===== config.mk =====
export PLATFORM = sky130hd
export DESIGN_NAME = lfpl_top
export DESIGN_NICKNAME = d
export VERILOG_FILES = /design/src/lfpl_pkg.sv /design/src/lfpl_pow2_div.sv /design/src/lfpl_top.sv
export SDC_FILE = /design/constraint.sdc
export NUM_CORES = 1
export LEC_CHECK = 0
export BUFFER_PORTS_ARGS = -buffer_cell sky130_fd_sc_hd__buf_2
export CAP_MARGIN = 20
export CORE_UTILIZATION = 44
export CTS_CLUSTER_DIAMETER = 60
export DETAILED_ROUTE_END_ITERATION = 10
export GPL_ROUTABILITY_DRIVEN = 0
export PLACE_DENSITY = 0.71
export SYNTH_ARGS = -nofsm -noshare
export SYNTH_HDL_FRONTEND = slang
export SYNTH_SLANG_ARGS = --single-unit

===== constraint.sdc =====
create_clock -name SYS_CLK -period 4.45 [get_ports SYS_CLK]
set_clock_uncertainty 0.05 [all_clocks]
set_input_delay 0.2225 -clock SYS_CLK [delete_from_list [all_inputs] [get_ports SYS_CLK]]
set_output_delay 0.2225 -clock SYS_CLK [all_outputs]
set_load 0.02 [all_outputs]

===== src/lfpl_pkg.sv =====
// Package: register map, field layout, reset values and carrier types of the low-frequency prescaler block
package lfpl_pkg;
   // Register byte offsets
   localparam logic [11:0] OFS_SYNC_BUSY = 12'h050;
   localparam logic [11:0] OFS_A_PRESC = 12'h068;
   localparam logic [11:0] OFS_B_PRESC = 12'h070;
   localparam logic [11:0] OFS_PCNT_CTRL = 12'h078;
   localparam logic [11:0] OFS_DISP_CTRL = 12'h07C;
   localparam logic [11:0] OFS_PIN_ROUTE = 12'h080;
   localparam logic [11:0] OFS_CFG_LOCK = 12'h084;
   // A-branch prescaler fields
   localparam int POS_SENSOR = 0;
   localparam int POS_RTC = 4;
   localparam int POS_TIMER = 8;
   localparam int POS_DISP_PRE = 12;
   // B-branch prescaler field
   localparam int POS_UART = 0;
   // Pulse counter control fields
   localparam int POS_PCNT_GATE = 0;
   localparam int POS_PCNT_SEL = 1;
   // Display control fields
   localparam int POS_FRAME = 0;
   localparam int POS_BOOST_ON = 3;
   localparam int POS_BOOST_DIV = 4;
   // Routing fields
   localparam int POS_CK0_ON = 0;
   localparam int POS_CK1_ON = 1;
   localparam int POS_LOCATION = 2;
   // Status and lock fields
   localparam int POS_A_BUSY = 2;
   localparam int POS_B_BUSY = 6;
   localparam int POS_LOCKED = 0;
   // Reset values and the unlock key
   localparam logic [13:0] RST_A_PRESC = 14'h0000;
   localparam logic [1:0] RST_B_PRESC = 2'h0;
   localparam logic [2:0] RST_BOOST_DIV = 3'h2;
   localparam logic [2:0] RST_FRAME = 3'h0;
   localparam logic [2:0] RST_LOCATION = 3'h0;
   localparam logic [15:0] PROTECTION_KEY = 16'h580E;
   // Display prescaler base: field value 0 divides by 16
   localparam logic [3:0] DISP_PRE_BASE = 4'h4;
   // Divider channel indices
   localparam int CH_RTC = 0;
   localparam int CH_TIMER = 1;
   localparam int CH_SENSOR = 2;
   localparam int CH_DISP = 3;
   localparam int CH_BOOST = 4;
   localparam int CH_UART = 5;
   localparam int NUM_CH = 6;

   // APB request from the bus master
   typedef struct packed {
      logic psel;
      logic penable;
      logic pwrite;
      logic [11:0] paddr;
      logic [31:0] pwdata;
   } lfpl_apb_req_t;

   // One-cycle clock enables handed to the low-energy peripherals
   typedef struct packed {
      logic rtc;
      logic timer;
      logic sensor;
      logic uart;
      logic disp_frame;
      logic boost;
      logic pulse_cnt;
   } lfpl_ticks_t;
endpackage : lfpl_pkg


===== src/lfpl_pow2_div.sv =====
// Power-of-two enable divider: passes one input tick out of every 2**sel
module lfpl_pow2_div #(
   parameter int CNT_W = 15,
   parameter int SEL_W = 4
) (
   // Clock and reset
   input wire logic clk,
   input wire logic rst,
   // Input tick and division select
   input wire logic in_tick,
   input wire logic [SEL_W-1:0] sel,
   // Divided tick
   output logic out_tick
);
   typedef struct packed {
      logic [CNT_W-1:0] cnt;
      logic tick;
   } lfpl_div_state_t;

   lfpl_div_state_t s_r;
   lfpl_div_state_t s_nxt;
   logic [CNT_W:0] one_hot;
   logic [CNT_W-1:0] mask;

   // Mask of the low sel bits; sel 0 lets every tick through
   always_comb begin
      one_hot = (CNT_W+1)'(1) << sel;
      mask = CNT_W'(one_hot - (CNT_W+1)'(1));
      s_nxt = s_r;
      s_nxt.tick = in_tick && ((s_r.cnt & mask) == mask);
      if (in_tick) begin
         s_nxt.cnt = s_r.cnt + CNT_W'(1);
      end
   end

   // State register
   always_ff @(posedge clk) begin
      if (rst) begin
         s_r <= '0;
      end else begin
         s_r <= s_nxt;
      end
   end

   assign out_tick = s_r.tick;
endmodule : lfpl_pow2_div


===== src/lfpl_top.sv =====
// Low-frequency prescalers, pulse counter clock, display dividers, clock pins and configuration lock
// Summary of operation
// - Real-time counter prescaler bits 7:4 divide A clock by 2**n, up to 32768.
// - Timer prescaler values 12 to 15 divide A clock by 4096 to 32768.
// - Sensor prescaler bits 1:0 divide A clock by 1, 2, 4 or 8.
// - UART prescaler bits 1:0 of B register divide B clock by 1 to 8.
// - Pulse counter select bit 1 picks A clock at 0, input pin at 1.
// - Pulse counter gate bit 0 enables the counter clock; resets to 0.
// - Boost divider bits 6:4, reset 2, divide A clock by 2**n up to 128.
// - Frame divider bits 2:0 divide prescaled display clock by one plus value.
// - Location bits 4:2 of routing register choose the pin placement.
// - Routing bits 1 and 0 enable clock output pins 1 and 0.
// - Writing key 0x580E to lock register unlocks protected registers.
// - Writing any other value, such as 0, locks protected registers.
// - Lock register bit 0 reads 1 when locked, 0 when unlocked.
// - Status bit 6 reads 1 while a new B prescaler value synchronises.
// - Status bit 2 reads 1 while a new A prescaler value synchronises.
module lfpl_top #(
   parameter int CNT_W = 15
) (
   // Clock and reset
   input wire logic SYS_CLK,
   input wire logic SRST,
   // APB slave
   input wire lfpl_pkg::lfpl_apb_req_t APB_REQ,
   output logic [31:0] PRDATA,
   output logic PREADY,
   output logic PSLVERR,
   // Low-frequency clock pins and pulse counter pin
   input wire logic LOW_FREQ_A_BRANCH_CLOCK,
   input wire logic LOW_FREQ_B_BRANCH_CLOCK,
   input wire logic PULSE_COUNTER_INPUT_PIN,
   // Peripheral clock enables
   output lfpl_pkg::lfpl_ticks_t TICKS,
   output logic BOOST_ON,
   // Clock output pins
   output logic [2:0] PIN_LOCATION,
   output logic CLOCK_OUTPUT0,
   output logic CLOCK_OUTPUT0_OE_N,
   output logic CLOCK_OUTPUT1,
   output logic CLOCK_OUTPUT1_OE_N
);
   import lfpl_pkg::*;

   typedef struct packed {
      logic [2:0] sync_a;
      logic [2:0] sync_b;
      logic [2:0] sync_p;
      logic lvl_a;
      logic lvl_b;
      logic lvl_p;
      logic tick_a;
      logic tick_b;
      logic tick_p;
      logic [13:0] a_presc_sw;
      logic [13:0] a_presc_act;
      logic a_pend;
      logic [1:0] b_presc_sw;
      logic [1:0] b_presc_act;
      logic b_pend;
      logic pcnt_sel;
      logic pcnt_gate;
      logic pcnt_tick;
      logic [2:0] boost_div;
      logic boost_on;
      logic [2:0] frame_div;
      logic [2:0] frame_cnt;
      logic frame_tick;
      logic [2:0] location;
      logic ck0_oe_n;
      logic ck1_oe_n;
      logic locked;
      logic ready;
      logic slverr;
      logic [31:0] rdata;
   } lfpl_state_t;

   lfpl_state_t s_r;
   lfpl_state_t s_nxt;
   logic [NUM_CH-1:0] ch_in;
   logic [NUM_CH-1:0] ch_out;
   logic [3:0] ch_sel [NUM_CH];
   logic setup;
   logic wr_acc;
   logic wr_a;
   logic wr_b;
   logic wr_pcnt;

   ////////////////////////////////////////////////////////////////////////////
   // Divider channels

   // Active prescaler values steer the dividers, not the software copies
   always_comb begin
      ch_in = '0;
      ch_in[CH_RTC] = s_r.tick_a;
      ch_in[CH_TIMER] = s_r.tick_a;
      ch_in[CH_SENSOR] = s_r.tick_a;
      ch_in[CH_DISP] = s_r.tick_a;
      ch_in[CH_BOOST] = s_r.tick_a && s_r.boost_on;
      ch_in[CH_UART] = s_r.tick_b;
      ch_sel[CH_RTC] = s_r.a_presc_act[POS_RTC +: 4];
      ch_sel[CH_TIMER] = s_r.a_presc_act[POS_TIMER +: 4];
      ch_sel[CH_SENSOR] = {2'b00, s_r.a_presc_act[POS_SENSOR +: 2]};
      ch_sel[CH_DISP] = DISP_PRE_BASE + {2'b00, s_r.a_presc_act[POS_DISP_PRE +: 2]};
      ch_sel[CH_BOOST] = {1'b0, s_r.boost_div};
      ch_sel[CH_UART] = {2'b00, s_r.b_presc_act};
   end

   // One divider per channel
   genvar gi;
   generate
      for (gi = 0; gi < NUM_CH; gi++) begin : g_div
         lfpl_pow2_div #(
            .CNT_W(CNT_W),
            .SEL_W(4)
         ) u_div (
            .clk(SYS_CLK),
            .rst(SRST),
            .in_tick(ch_in[gi]),
            .sel(ch_sel[gi]),
            .out_tick(ch_out[gi])
         );
      end
   endgenerate

   ////////////////////////////////////////////////////////////////////////////
   // Bus decode

   // Data is prepared in the setup cycle so the access phase ends at once
   assign setup = APB_REQ.psel && !APB_REQ.penable;
   assign wr_acc = APB_REQ.psel && APB_REQ.penable && s_r.ready && APB_REQ.pwrite && !s_r.slverr;
   // Protected registers drop writes while locked; lock register never does
   assign wr_a = wr_acc && (APB_REQ.paddr == OFS_A_PRESC) && !s_r.locked;
   assign wr_b = wr_acc && (APB_REQ.paddr == OFS_B_PRESC) && !s_r.locked;
   assign wr_pcnt = wr_acc && (APB_REQ.paddr == OFS_PCNT_CTRL) && !s_r.locked;

   ////////////////////////////////////////////////////////////////////////////
   // Next state

   always_comb begin
      s_nxt = s_r;
      // Three-stage pin synchronisers; a level counts once stages two and three agree
      s_nxt.sync_a = {s_r.sync_a[1:0], LOW_FREQ_A_BRANCH_CLOCK};
      s_nxt.sync_b = {s_r.sync_b[1:0], LOW_FREQ_B_BRANCH_CLOCK};
      s_nxt.sync_p = {s_r.sync_p[1:0], PULSE_COUNTER_INPUT_PIN};
      if (s_r.sync_a[2] == s_r.sync_a[1]) begin
         s_nxt.lvl_a = s_r.sync_a[2];
      end
      if (s_r.sync_b[2] == s_r.sync_b[1]) begin
         s_nxt.lvl_b = s_r.sync_b[2];
      end
      if (s_r.sync_p[2] == s_r.sync_p[1]) begin
         s_nxt.lvl_p = s_r.sync_p[2];
      end
      s_nxt.tick_a = s_r.sync_a[2] && s_r.sync_a[1] && !s_r.lvl_a;
      s_nxt.tick_b = s_r.sync_b[2] && s_r.sync_b[1] && !s_r.lvl_b;
      s_nxt.tick_p = s_r.sync_p[2] && s_r.sync_p[1] && !s_r.lvl_p;

      // Pulse counter clock: source select, then gate
      s_nxt.pcnt_tick = s_r.pcnt_gate && (s_r.pcnt_sel ? s_r.tick_p : s_r.tick_a);

      // Frame divider counts prescaled display ticks up to the field value
      s_nxt.frame_tick = 1'b0;
      if (ch_out[CH_DISP]) begin
         if (s_r.frame_cnt >= s_r.frame_div) begin
            s_nxt.frame_tick = 1'b1;
            s_nxt.frame_cnt = 3'h0;
         end else begin
            s_nxt.frame_cnt = s_r.frame_cnt + 3'h1;
         end
      end

      // New prescaler values cross at the next branch edge; a write wins over the edge
      if (s_r.tick_a && s_r.a_pend) begin
         s_nxt.a_presc_act = s_r.a_presc_sw;
         s_nxt.a_pend = 1'b0;
      end
      if (s_r.tick_b && s_r.b_pend) begin
         s_nxt.b_presc_act = s_r.b_presc_sw;
         s_nxt.b_pend = 1'b0;
      end
      if (wr_a) begin
         s_nxt.a_presc_sw = {APB_REQ.pwdata[POS_DISP_PRE +: 2], APB_REQ.pwdata[POS_TIMER +: 4],
                             APB_REQ.pwdata[POS_RTC +: 4], 2'b00, APB_REQ.pwdata[POS_SENSOR +: 2]};
         s_nxt.a_pend = 1'b1;
      end
      if (wr_b) begin
         s_nxt.b_presc_sw = APB_REQ.pwdata[POS_UART +: 2];
         s_nxt.b_pend = 1'b1;
      end
      if (wr_pcnt) begin
         s_nxt.pcnt_sel = APB_REQ.pwdata[POS_PCNT_SEL];
         s_nxt.pcnt_gate = APB_REQ.pwdata[POS_PCNT_GATE];
      end
      if (wr_acc && APB_REQ.paddr == OFS_DISP_CTRL) begin
         s_nxt.boost_div = APB_REQ.pwdata[POS_BOOST_DIV +: 3];
         s_nxt.boost_on = APB_REQ.pwdata[POS_BOOST_ON];
         s_nxt.frame_div = APB_REQ.pwdata[POS_FRAME +: 3];
      end
      if (wr_acc && APB_REQ.paddr == OFS_PIN_ROUTE) begin
         s_nxt.location = APB_REQ.pwdata[POS_LOCATION +: 3];
         s_nxt.ck1_oe_n = !APB_REQ.pwdata[POS_CK1_ON];
         s_nxt.ck0_oe_n = !APB_REQ.pwdata[POS_CK0_ON];
      end
      if (wr_acc && APB_REQ.paddr == OFS_CFG_LOCK) begin
         s_nxt.locked = (APB_REQ.pwdata[15:0] != PROTECTION_KEY);
      end

      // Answer: ready in the first access cycle, error on an unmapped address
      s_nxt.ready = setup;
      s_nxt.slverr = 1'b0;
      if (setup) begin
         s_nxt.rdata = 32'h0000_0000;
         case (APB_REQ.paddr)
            OFS_SYNC_BUSY: begin
               s_nxt.rdata[POS_A_BUSY] = s_r.a_pend;
               s_nxt.rdata[POS_B_BUSY] = s_r.b_pend;
            end
            OFS_A_PRESC: begin
               s_nxt.rdata[13:0] = s_r.a_presc_sw;
            end
            OFS_B_PRESC: begin
               s_nxt.rdata[POS_UART +: 2] = s_r.b_presc_sw;
            end
            OFS_PCNT_CTRL: begin
               s_nxt.rdata[POS_PCNT_SEL] = s_r.pcnt_sel;
               s_nxt.rdata[POS_PCNT_GATE] = s_r.pcnt_gate;
            end
            OFS_DISP_CTRL: begin
               s_nxt.rdata[POS_BOOST_DIV +: 3] = s_r.boost_div;
               s_nxt.rdata[POS_BOOST_ON] = s_r.boost_on;
               s_nxt.rdata[POS_FRAME +: 3] = s_r.frame_div;
            end
            OFS_PIN_ROUTE: begin
               s_nxt.rdata[POS_LOCATION +: 3] = s_r.location;
               s_nxt.rdata[POS_CK1_ON] = !s_r.ck1_oe_n;
               s_nxt.rdata[POS_CK0_ON] = !s_r.ck0_oe_n;
            end
            OFS_CFG_LOCK: begin
               s_nxt.rdata[POS_LOCKED] = s_r.locked;
            end
            default: begin
               s_nxt.slverr = 1'b1;
            end
         endcase
      end
   end

   ////////////////////////////////////////////////////////////////////////////
   // State register

   // Unlocked after reset, as the lock field resets to zero
   always_ff @(posedge SYS_CLK) begin
      if (SRST) begin
         s_r <= '0;
         s_r.a_presc_sw <= RST_A_PRESC;
         s_r.a_presc_act <= RST_A_PRESC;
         s_r.b_presc_sw <= RST_B_PRESC;
         s_r.b_presc_act <= RST_B_PRESC;
         s_r.boost_div <= RST_BOOST_DIV;
         s_r.frame_div <= RST_FRAME;
         s_r.location <= RST_LOCATION;
         // Pin enables reset off, so the active-low enables reset high
         s_r.ck0_oe_n <= 1'b1;
         s_r.ck1_oe_n <= 1'b1;
      end else begin
         s_r <= s_nxt;
      end
   end

   ////////////////////////////////////////////////////////////////////////////
   // Outputs

   assign PRDATA = s_r.rdata;
   assign PREADY = s_r.ready;
   assign PSLVERR = s_r.slverr;
   assign TICKS.rtc = ch_out[CH_RTC];
   assign TICKS.timer = ch_out[CH_TIMER];
   assign TICKS.sensor = ch_out[CH_SENSOR];
   assign TICKS.uart = ch_out[CH_UART];
   assign TICKS.disp_frame = s_r.frame_tick;
   assign TICKS.boost = ch_out[CH_BOOST];
   assign TICKS.pulse_cnt = s_r.pcnt_tick;
   assign BOOST_ON = s_r.boost_on;
   assign PIN_LOCATION = s_r.location;
   // Pins carry the clean branch levels; drivers only on when enabled
   assign CLOCK_OUTPUT0 = s_r.lvl_a;
   assign CLOCK_OUTPUT1 = s_r.lvl_b;
   assign CLOCK_OUTPUT0_OE_N = s_r.ck0_oe_n;
   assign CLOCK_OUTPUT1_OE_N = s_r.ck1_oe_n;

   ////////////////////////////////////////////////////////////////////////////
   // Assertions

   AST_LOCK_READ:
   assert property (@(posedge SYS_CLK) disable iff (SRST)
      (setup && APB_REQ.paddr == OFS_CFG_LOCK) |=> (PRDATA[POS_LOCKED] == $past(s_r.locked)))
      else $error("lock status read back wrong");

   AST_KEY_UNLOCK:
   assert property (@(posedge SYS_CLK) disable iff (SRST)
      (wr_acc && APB_REQ.paddr == OFS_CFG_LOCK && APB_REQ.pwdata[15:0] == PROTECTION_KEY) |=> !s_r.locked)
      else $error("key write did not unlock");

   AST_ZERO_LOCKS:
   assert property (@(posedge SYS_CLK) disable iff (SRST)
      (wr_acc && APB_REQ.paddr == OFS_CFG_LOCK && APB_REQ.pwdata[15:0] == 16'h0000) |=> s_r.locked)
      else $error("zero write did not lock");

   AST_LOCKED_IGNORED:
   assert property (@(posedge SYS_CLK) disable iff (SRST)
      (s_r.locked && wr_acc && APB_REQ.paddr == OFS_PCNT_CTRL) |=> $stable({s_r.pcnt_sel, s_r.pcnt_gate}))
      else $error("locked register changed");

   AST_GATE_OFF:
   assert property (@(posedge SYS_CLK) disable iff (SRST)
      !s_r.pcnt_gate |=> !TICKS.pulse_cnt)
      else $error("pulse counter clock while gated");

   AST_CLKOUT_OE:
   assert property (@(posedge SYS_CLK) disable iff (SRST)
      (wr_acc && APB_REQ.paddr == OFS_PIN_ROUTE) |=>
      (CLOCK_OUTPUT0_OE_N == !$past(APB_REQ.pwdata[POS_CK0_ON])) &&
      (CLOCK_OUTPUT1_OE_N == !$past(APB_REQ.pwdata[POS_CK1_ON])))
      else $error("clock pin enable not applied");

   AST_B_BUSY:
   assert property (@(posedge SYS_CLK) disable iff (SRST)
      (wr_b ##1 !s_r.tick_b ##1 (setup && APB_REQ.paddr == OFS_SYNC_BUSY)) |=> PRDATA[POS_B_BUSY])
      else $error("B busy flag not raised after write");

   AST_A_BUSY_CLEAR:
   assert property (@(posedge SYS_CLK) disable iff (SRST)
      (s_r.a_pend && s_r.tick_a && !wr_a) |=> !s_r.a_pend && (s_r.a_presc_act == $past(s_r.a_presc_sw)))
      else $error("A prescaler not applied at branch edge");

   AST_RTC_UNDIVIDED:
   assert property (@(posedge SYS_CLK) disable iff (SRST)
      (s_r.tick_a && s_r.a_presc_act[POS_RTC +: 4] == 4'h0) |=> TICKS.rtc)
      else $error("undivided RTC tick missing");

   AST_FRAME_DIV1:
   assert property (@(posedge SYS_CLK) disable iff (SRST)
      (ch_out[CH_DISP] && s_r.frame_div == 3'h0) |=> TICKS.disp_frame)
      else $error("frame tick missing at divide by one");

   AST_BOOST_OFF:
   assert property (@(posedge SYS_CLK) disable iff (SRST)
      !s_r.boost_on [*2] |=> !TICKS.boost)
      else $error("boost tick while boost is off");
endmodule : lfpl_top


==> results of run 1 <==
-- worst paths after layout --
path,start,endpoint,slack (ns)
hold / removal,APB_REQ[5],s_r[79]$_SDFFE_PP0P_,0.03
setup reg to reg,ch_sel[16]$_SDFFE_PP0P_,g_div[1].u_div.out_tick$_SDFF_PP0_,1.97
setup / recovery,ch_sel[16]$_SDFFE_PP0P_,g_div[1].u_div.out_tick$_SDFF_PP0_,1.97
hold reg to reg,s_nxt[101]$_SDFF_PP0_,s_nxt[102]$_SDFF_PP0_,0.39
-- sequential cells by signal, indices dropped and copies added (netlist names), 2 cells and up --
signal and count:
s_nxt 6, ch_in 2, PIN_LOCATION 3, s_r 32
ch_sel 15, g_div.u_div.out_tick 6, PRDATA 14, g_div.u_div.s_r 82
TICKS 2
-- power by group through the flow --
stage	Combinational, W	Clock (W)	Sequential (W)
detailed placement	0.000102	0	0.00156
global placement	0.000102	0	0.00156
finish	0.000110	0.00150	0.00152
global route	0.000120	0.00160	0.00152
floorplan	0.0000806	0	0.00156
CTS	0.000109	0.00153	0.00152
-- routing by layer --
layer	vias up	part of all wire (%)
met1	2959	47
met2	147	47
met4	0	1.8
met3	28	4.3
li1	3185	-
met5	-	0
-- cell usage after synthesis, types with 4 or more instances --
| library cell | count |
|---|---|
| ha_1 | 18 |
| xor2_1 | 47 |
| nor2b_1 | 17 |
| nand2_1 | 115 |
| nand2b_1 | 10 |
| nor4b_1 | 6 |
| a22o_1 | 10 |
| dfxtp_1 | 169 |
| nor3_1 | 19 |
| and2_1 | 6 |
| or2_2 | 5 |
| nand3_1 | 33 |
| a21oi_1 | 56 |
| o21ai_0 | 26 |
| and3_1 | 5 |
| nor2_1 | 113 |
| buf_4 | 43 |
| inv_1 | 23 |
| nor4_1 | 6 |
| nor3b_1 | 6 |
| buf_1 | 4 |
| a31oi_1 | 5 |
| or3_1 | 8 |
| mux2i_1 | 17 |
| clkbuf_1 | 35 |
| and4_1 | 10 |
| a221oi_1 | 5 |
| buf_2 | 4 |
| xnor2_1 | 26 |
| nand4_1 | 26 |
-- what timing repair did --
item	4_1_cts	5_1_grt
buffers inserted	0	0
hold endpoints to repair	9	0
hold buffers	9	0
-- stage by stage --
step | setup WS [ns] | total power, W | cell area (µm²) | instances | hold slack, ns
after CTS | 1.91 | 0.00316 | 8740 | 1189 | 0.000387
after floorplan | 2.27 | 0.00164 | 7920 | 942 | 0.261
after detailed placement | 1.93 | 0.00166 | 8050 | 1148 | 0.376
after global placement | 1.97 | 0.00166 | 8050 | 1148 | 0.364
final | 1.97 | 0.00313 | 8740 | 1189 | 0.0276
after global routing | 1.61 | 0.00324 | 8740 | 1189 | 0.0244
-- tightest hold or removal path, stage by stage --
cell	delay (ns)
buf_2	0.13
nand2_1	0.06
a21oi_1	0.05
-- area by class of cell --
type | count | area, µm²
clock buffer | 18 | 439
sequential | 169 | 3380
tap | 225 | 282
inverter | 23 | 86.3
clock inverter | 14 | 163
timing repair buffer | 77 | 438
fill | 1616 | 8620
multi-input combinational | 663 | 3950
-- cell families after synthesis --
group | count (synthesis)
AO/OA/AOI/OAI | 138
multiplexers | 17
buffers and inverters | 110
XOR/XNOR | 73
AND/OR/NAND/NOR | 399
other | 1
flip-flops | 169
adder cells (fa/ha/maj) | 18
==> results_dict.tcl, run 1 <==
set metrics [dict create \
    status "finished, final reports clean" \
    yosys-top-cells-area "dfxtp_1, nand2_1, nor2_1, xor2_1, buf_4" \
    cts_sinks 169 \
    worstSkewPairLatency_ns 0.43 \
    switching_share_pct 23.1 \
    wirelength_um 16400 \
    synth-compound-area-share_pct 11.1 \
    grt_pass1_wl_um 28000 \
    ys_seq_area_share_pct 43.1 \
    drt_iter0_markers 458 \
    max_freq_mhz 403 \
    worst-r2r-cell-count 6 \
    drive_gt1_share_pct 11.4 \
    core_area_mm2 0.0174 \
    drc 0 \
    synthMuxAreaShare_pct 2.17 \
    clkSlewWorstSetupHoldPaths_ns 0.07 \
    antenna_left 0 \
    grt_use_total_pct 19.1 \
    wl_per_cell_um 13.8 \
    synth_area_mm2 0.00785 \
    finalCritPeriodShare_pct 55.7 \
    hold_viol 0 \
    fin_util_pct 50.3 \
    slew_viol_final 0 \
    end_kind "register" \
    initial_core_util_pct 45.2 \
    worst-path-buf-inv 0 \
    ios 101 \
    min_period_ns 2.48 \
    drt_pass1_iterations 5 \
    synthCells 925 \
    synth_fa_ha_area_share_pct 2.87 \
    path_depth 6 \
    critical-path-max-stage-delay_ns 0.59 \
    p_per_area_mw_per_mm2 358 \
    n_antenna_cell 0 \
    yosys.area.top_type "dfxtp_1" \
    p_int_w 0.00241 \
    die_h_um 136 \
    grt_max_degree 89 \
    synth_top_area_share_pct 43.1 \
    power.switching_w 0.000724 \
    crit_type "reg -> reg" \
    grt_pass1_vias 5823 \
    path_cells "or4_1 > ha_1 > xnor2_1 > a221oi_1 > o2111ai_1 > nor4bb_1" \
    gr-total-overflow 0 \
    synth_top_flop_cell "dfxtp_1" \
    startpoint_type "register" \
    cp_slowest_cell "or4_1" \
    p_seq_share_pct 48.7 \
    slew_headroom_pct 34.8 \
    ys_types 62 \
    busiest_layer "met2" \
    p_comb_share_pct 3.5 \
    fin_tns_setup_ns 0 \
    vias 6319 \
    root_buffer "clkbuf_16" \
    cts_made_buffers 17 \
    synth_seq_cells 169 \
    cts_tree "yes" \
    via_per_inst 5.31 \
    setup_viol 0 \
    cts_buffer_depth 2 \
    cellLeakagePower_nw 3.28 \
    synth_edf_count 0 \
    synth_top_family_by_area "simple AND/OR/NAND/NOR gates" \
    use_met3_pct 4.00 \
    ir_worst_vdd_mv 0.316 \
    synth-simple-area-share_pct 25.1 \
    grtUsageMet1_pct 24.5 \
    port_buffers 66 \
    clkPwrFrac_pct 47.9 \
    grt_setup_unrepaired "false" \
    met2_usage_pct 31.0 \
    cp_max_fo 11 \
    required_ns 4.72 \
    async_flop_share_pct 0 \
    yosys_warnings 0 \
    tightest_slew_ns 0.976 \
    worstPathArrival_ns 2.75 \
    dieArea_mm2 0.0184 \
    max_cap_violations 0 \
    critPathTopFamily "simple AND/OR/NAND/NOR gates" \
    hold_class "in -> reg" \
    syn_area_per_cell_um2 8.49 \
    antenna_found_initial 0 \
    die_x_um 136 \
    dp_hpwl_um 10900 \
    num_rows 48 \
    h-tree-depth 4 \
    synth-xor-area-share_pct 8.14 \
    worstHoldPathCells 3 \
    nNetsFinal 1021 \
    area_growth_pct 11.3 \
    cts_resized 0 \
    layout_common_cells "dfxtp_1, nand2_1, nor2_1, buf_2, a21oi_1" \
    final_common_cell "dfxtp_1" \
]
Power figures use the tool's default switching activity.
==> run 2: changes to the inputs <==
Clock period 4.45 ns to 2.3 ns, I/O delays scaled along.
==> run 2 against run 1 <==
  * Combinational power up 110%
  * Die area unchanged
  * Final cell count up 2.9%
  * Critical path depth unchanged
  * Worst setup slack worse by 1.9 ns
  * Worst hold slack better by 0.012 ns
  * Fmax up 14%
  * Clock power up 96%
  * Highest routed layer unchanged
  * Critical path type unchanged
==> results_dict.tcl, run 2 (synthesized netlist as in run 1, its figures left out) <==
set metrics [dict create \
    wl_met2_um 7670 \
    grt_use_total_pct 19.2 \
    vias 6415 \
    num_rows 48 \
    slew_viol_final 0 \
    cts_buffer_depth 2 \
    startpoint_type "register" \
    clkPwrFrac_pct 48.1 \
    cp_max_fo 3 \
    slew_headroom_pct 44.4 \
    via_per_inst 5.25 \
    n_antenna_cell 0 \
    drc 0 \
    cellLeakagePower_nw 3.46 \
    root_buffer "clkbuf_16" \
    nNetsFinal 1055 \
    grt_max_degree 84 \
    max_cap_violations 0 \
    antenna_found_initial 0 \
    wl_per_cell_um 13.6 \
    fin_tns_setup_ns 0 \
    worstPathArrival_ns 2.47 \
    worstSkewPairLatency_ns 0.43 \
    hold_viol 0 \
    p_per_area_mw_per_mm2 678 \
    initial_core_util_pct 45.2 \
    switching_share_pct 23.7 \
    die_x_um 136 \
    top_register "g_div.u_div.s_r" \
    grt_pass1_vias 5893 \
    ios 101 \
    p_int_w 0.00467 \
    die_h_um 136 \
    cts_tree "yes" \
    ir_worst_vdd_mv 0.585 \
    end_kind "register" \
    drt_pass1_iterations 5 \
    max_freq_mhz 458 \
    routed-wl-met3_um 749 \
    min_period_ns 2.18 \
    top_layer "met4" \
    p_seq_share_pct 48.1 \
    worst-r2r-cell-count 6 \
    drt_iter0_markers 408 \
    worstHoldPathCells 3 \
    area_growth_pct 15.0 \
    largest_reg_flops 82 \
    antenna_left 0 \
    dp_hpwl_um 11100 \
    num-fill-cells 1588 \
    p_comb_share_pct 3.8 \
    final_common_cell "dfxtp_1" \
    wirelength_um 16700 \
    cts_setup_buffers 0 \
    layout_common_cells "dfxtp_1, nand2_1, nor2_1, buf_2, a21oi_1" \
    required_ns 2.59 \
    cts_made_buffers 17 \
    crit_type "reg -> reg" \
    power_w 0.00612 \
    finalCritPeriodShare_pct 94.9 \
    h-tree-depth 4 \
    clkSlewWorstSetupHoldPaths_ns 0.07 \
    grt_setup_unrepaired "false" \
    setup_viol 0 \
    port_buffers 66 \
    tightest_slew_ns 0.833 \
    cts_sinks 169 \
    status "finished, final reports clean" \
    hold_class "in -> reg" \
    dieArea_mm2 0.0184 \
    drive_gt1_share_pct 13.2 \
    core_area_mm2 0.0174 \
    gr-total-overflow 0 \
    grt_pass1_wl_um 28000 \
    power.switching_w 0.00145 \
    wl_met1_um 7980 \
]
-- run 2: worst max-delay path, stage by stage (launching register included) --
cell	delay, ns
dfxtp_1	0.31
or4_1	0.55
ha_1	0.27
xnor2_1	0.13
a221oi_1	0.32
o2111ai_1	0.17
nor4bb_1	0.30
-- run 2: layer usage --
metal / global-route usage (%) / up-vias
met4: 7.99 / 0
met5: 0 / -
met3: 4.30 / 26
met2: 29.8 / 149
li1: - / 3251
met1: 25.5 / 2989
-- run 2: per-stage QoR --
| step | instances | instance area [µm²] | utilization, % | hold slack, ns | setup WS (ns) |
|---|---|---|---|---|---|
| floorplan | 942 | 7920 | - | 0.153 | 0.121 |
| detailed placement | 1170 | 8210 | 47.3 | 0.280 | 0.110 |
| finish | 1223 | 9030 | 52.0 | 0.0395 | 0.118 |
| global route | 1223 | 9030 | 52.0 | 0.0560 | 0.00362 |
| global placement | 1170 | 8210 | 47.3 | 0.279 | 0.198 |
| CTS | 1223 | 9030 | 52.0 | 0.0256 | 0.102 |
-- run 2: final cells by class --
cell class                 count  area, µm²  area share (%)
tap                          225        282            3.12
timing repair buffer         111        723            8.01
clock inverter                15        180            2.00
multi-input combinational    663       3950            43.7
clock buffer                  17        425            4.71
inverter                      23       86.3           0.956
sequential                   169       3380            37.5
-- run 2: repair_timing --
action	in CTS	in global routing
hold buffers	21	0
hold endpoints to repair	40	0
gates resized for setup	0	2
setup endpoints to repair	0	1
-- run 2: power groups by stage --
stage / combinational, W / sequential (W) / clock [W]
after floorplan: 0.000156 / 0.00302 / 0
after global placement: 0.000201 / 0.00301 / 0
after detailed placement: 0.000200 / 0.00302 / 0
after CTS: 0.000229 / 0.00295 / 0.00300
after global routing: 0.000252 / 0.00295 / 0.00313
final: 0.000231 / 0.00295 / 0.00294
-- run 2: worst paths after layout --
check | endpoint | slack, ns | startpoint
min reg2reg | s_r[88]$_SDFF_PP0_ | 0.38 | s_r[91]$_SDFFE_PP0N_
max | g_div[1].u_div.out_tick$_SDFF_PP0_ | 0.12 | ch_sel[16]$_SDFFE_PP0P_
min | PSLVERR$_SDFF_PP0_ | 0.04 | APB_REQ[35]
max reg2reg | g_div[1].u_div.out_tick$_SDFF_PP0_ | 0.12 | ch_sel[16]$_SDFFE_PP0P_
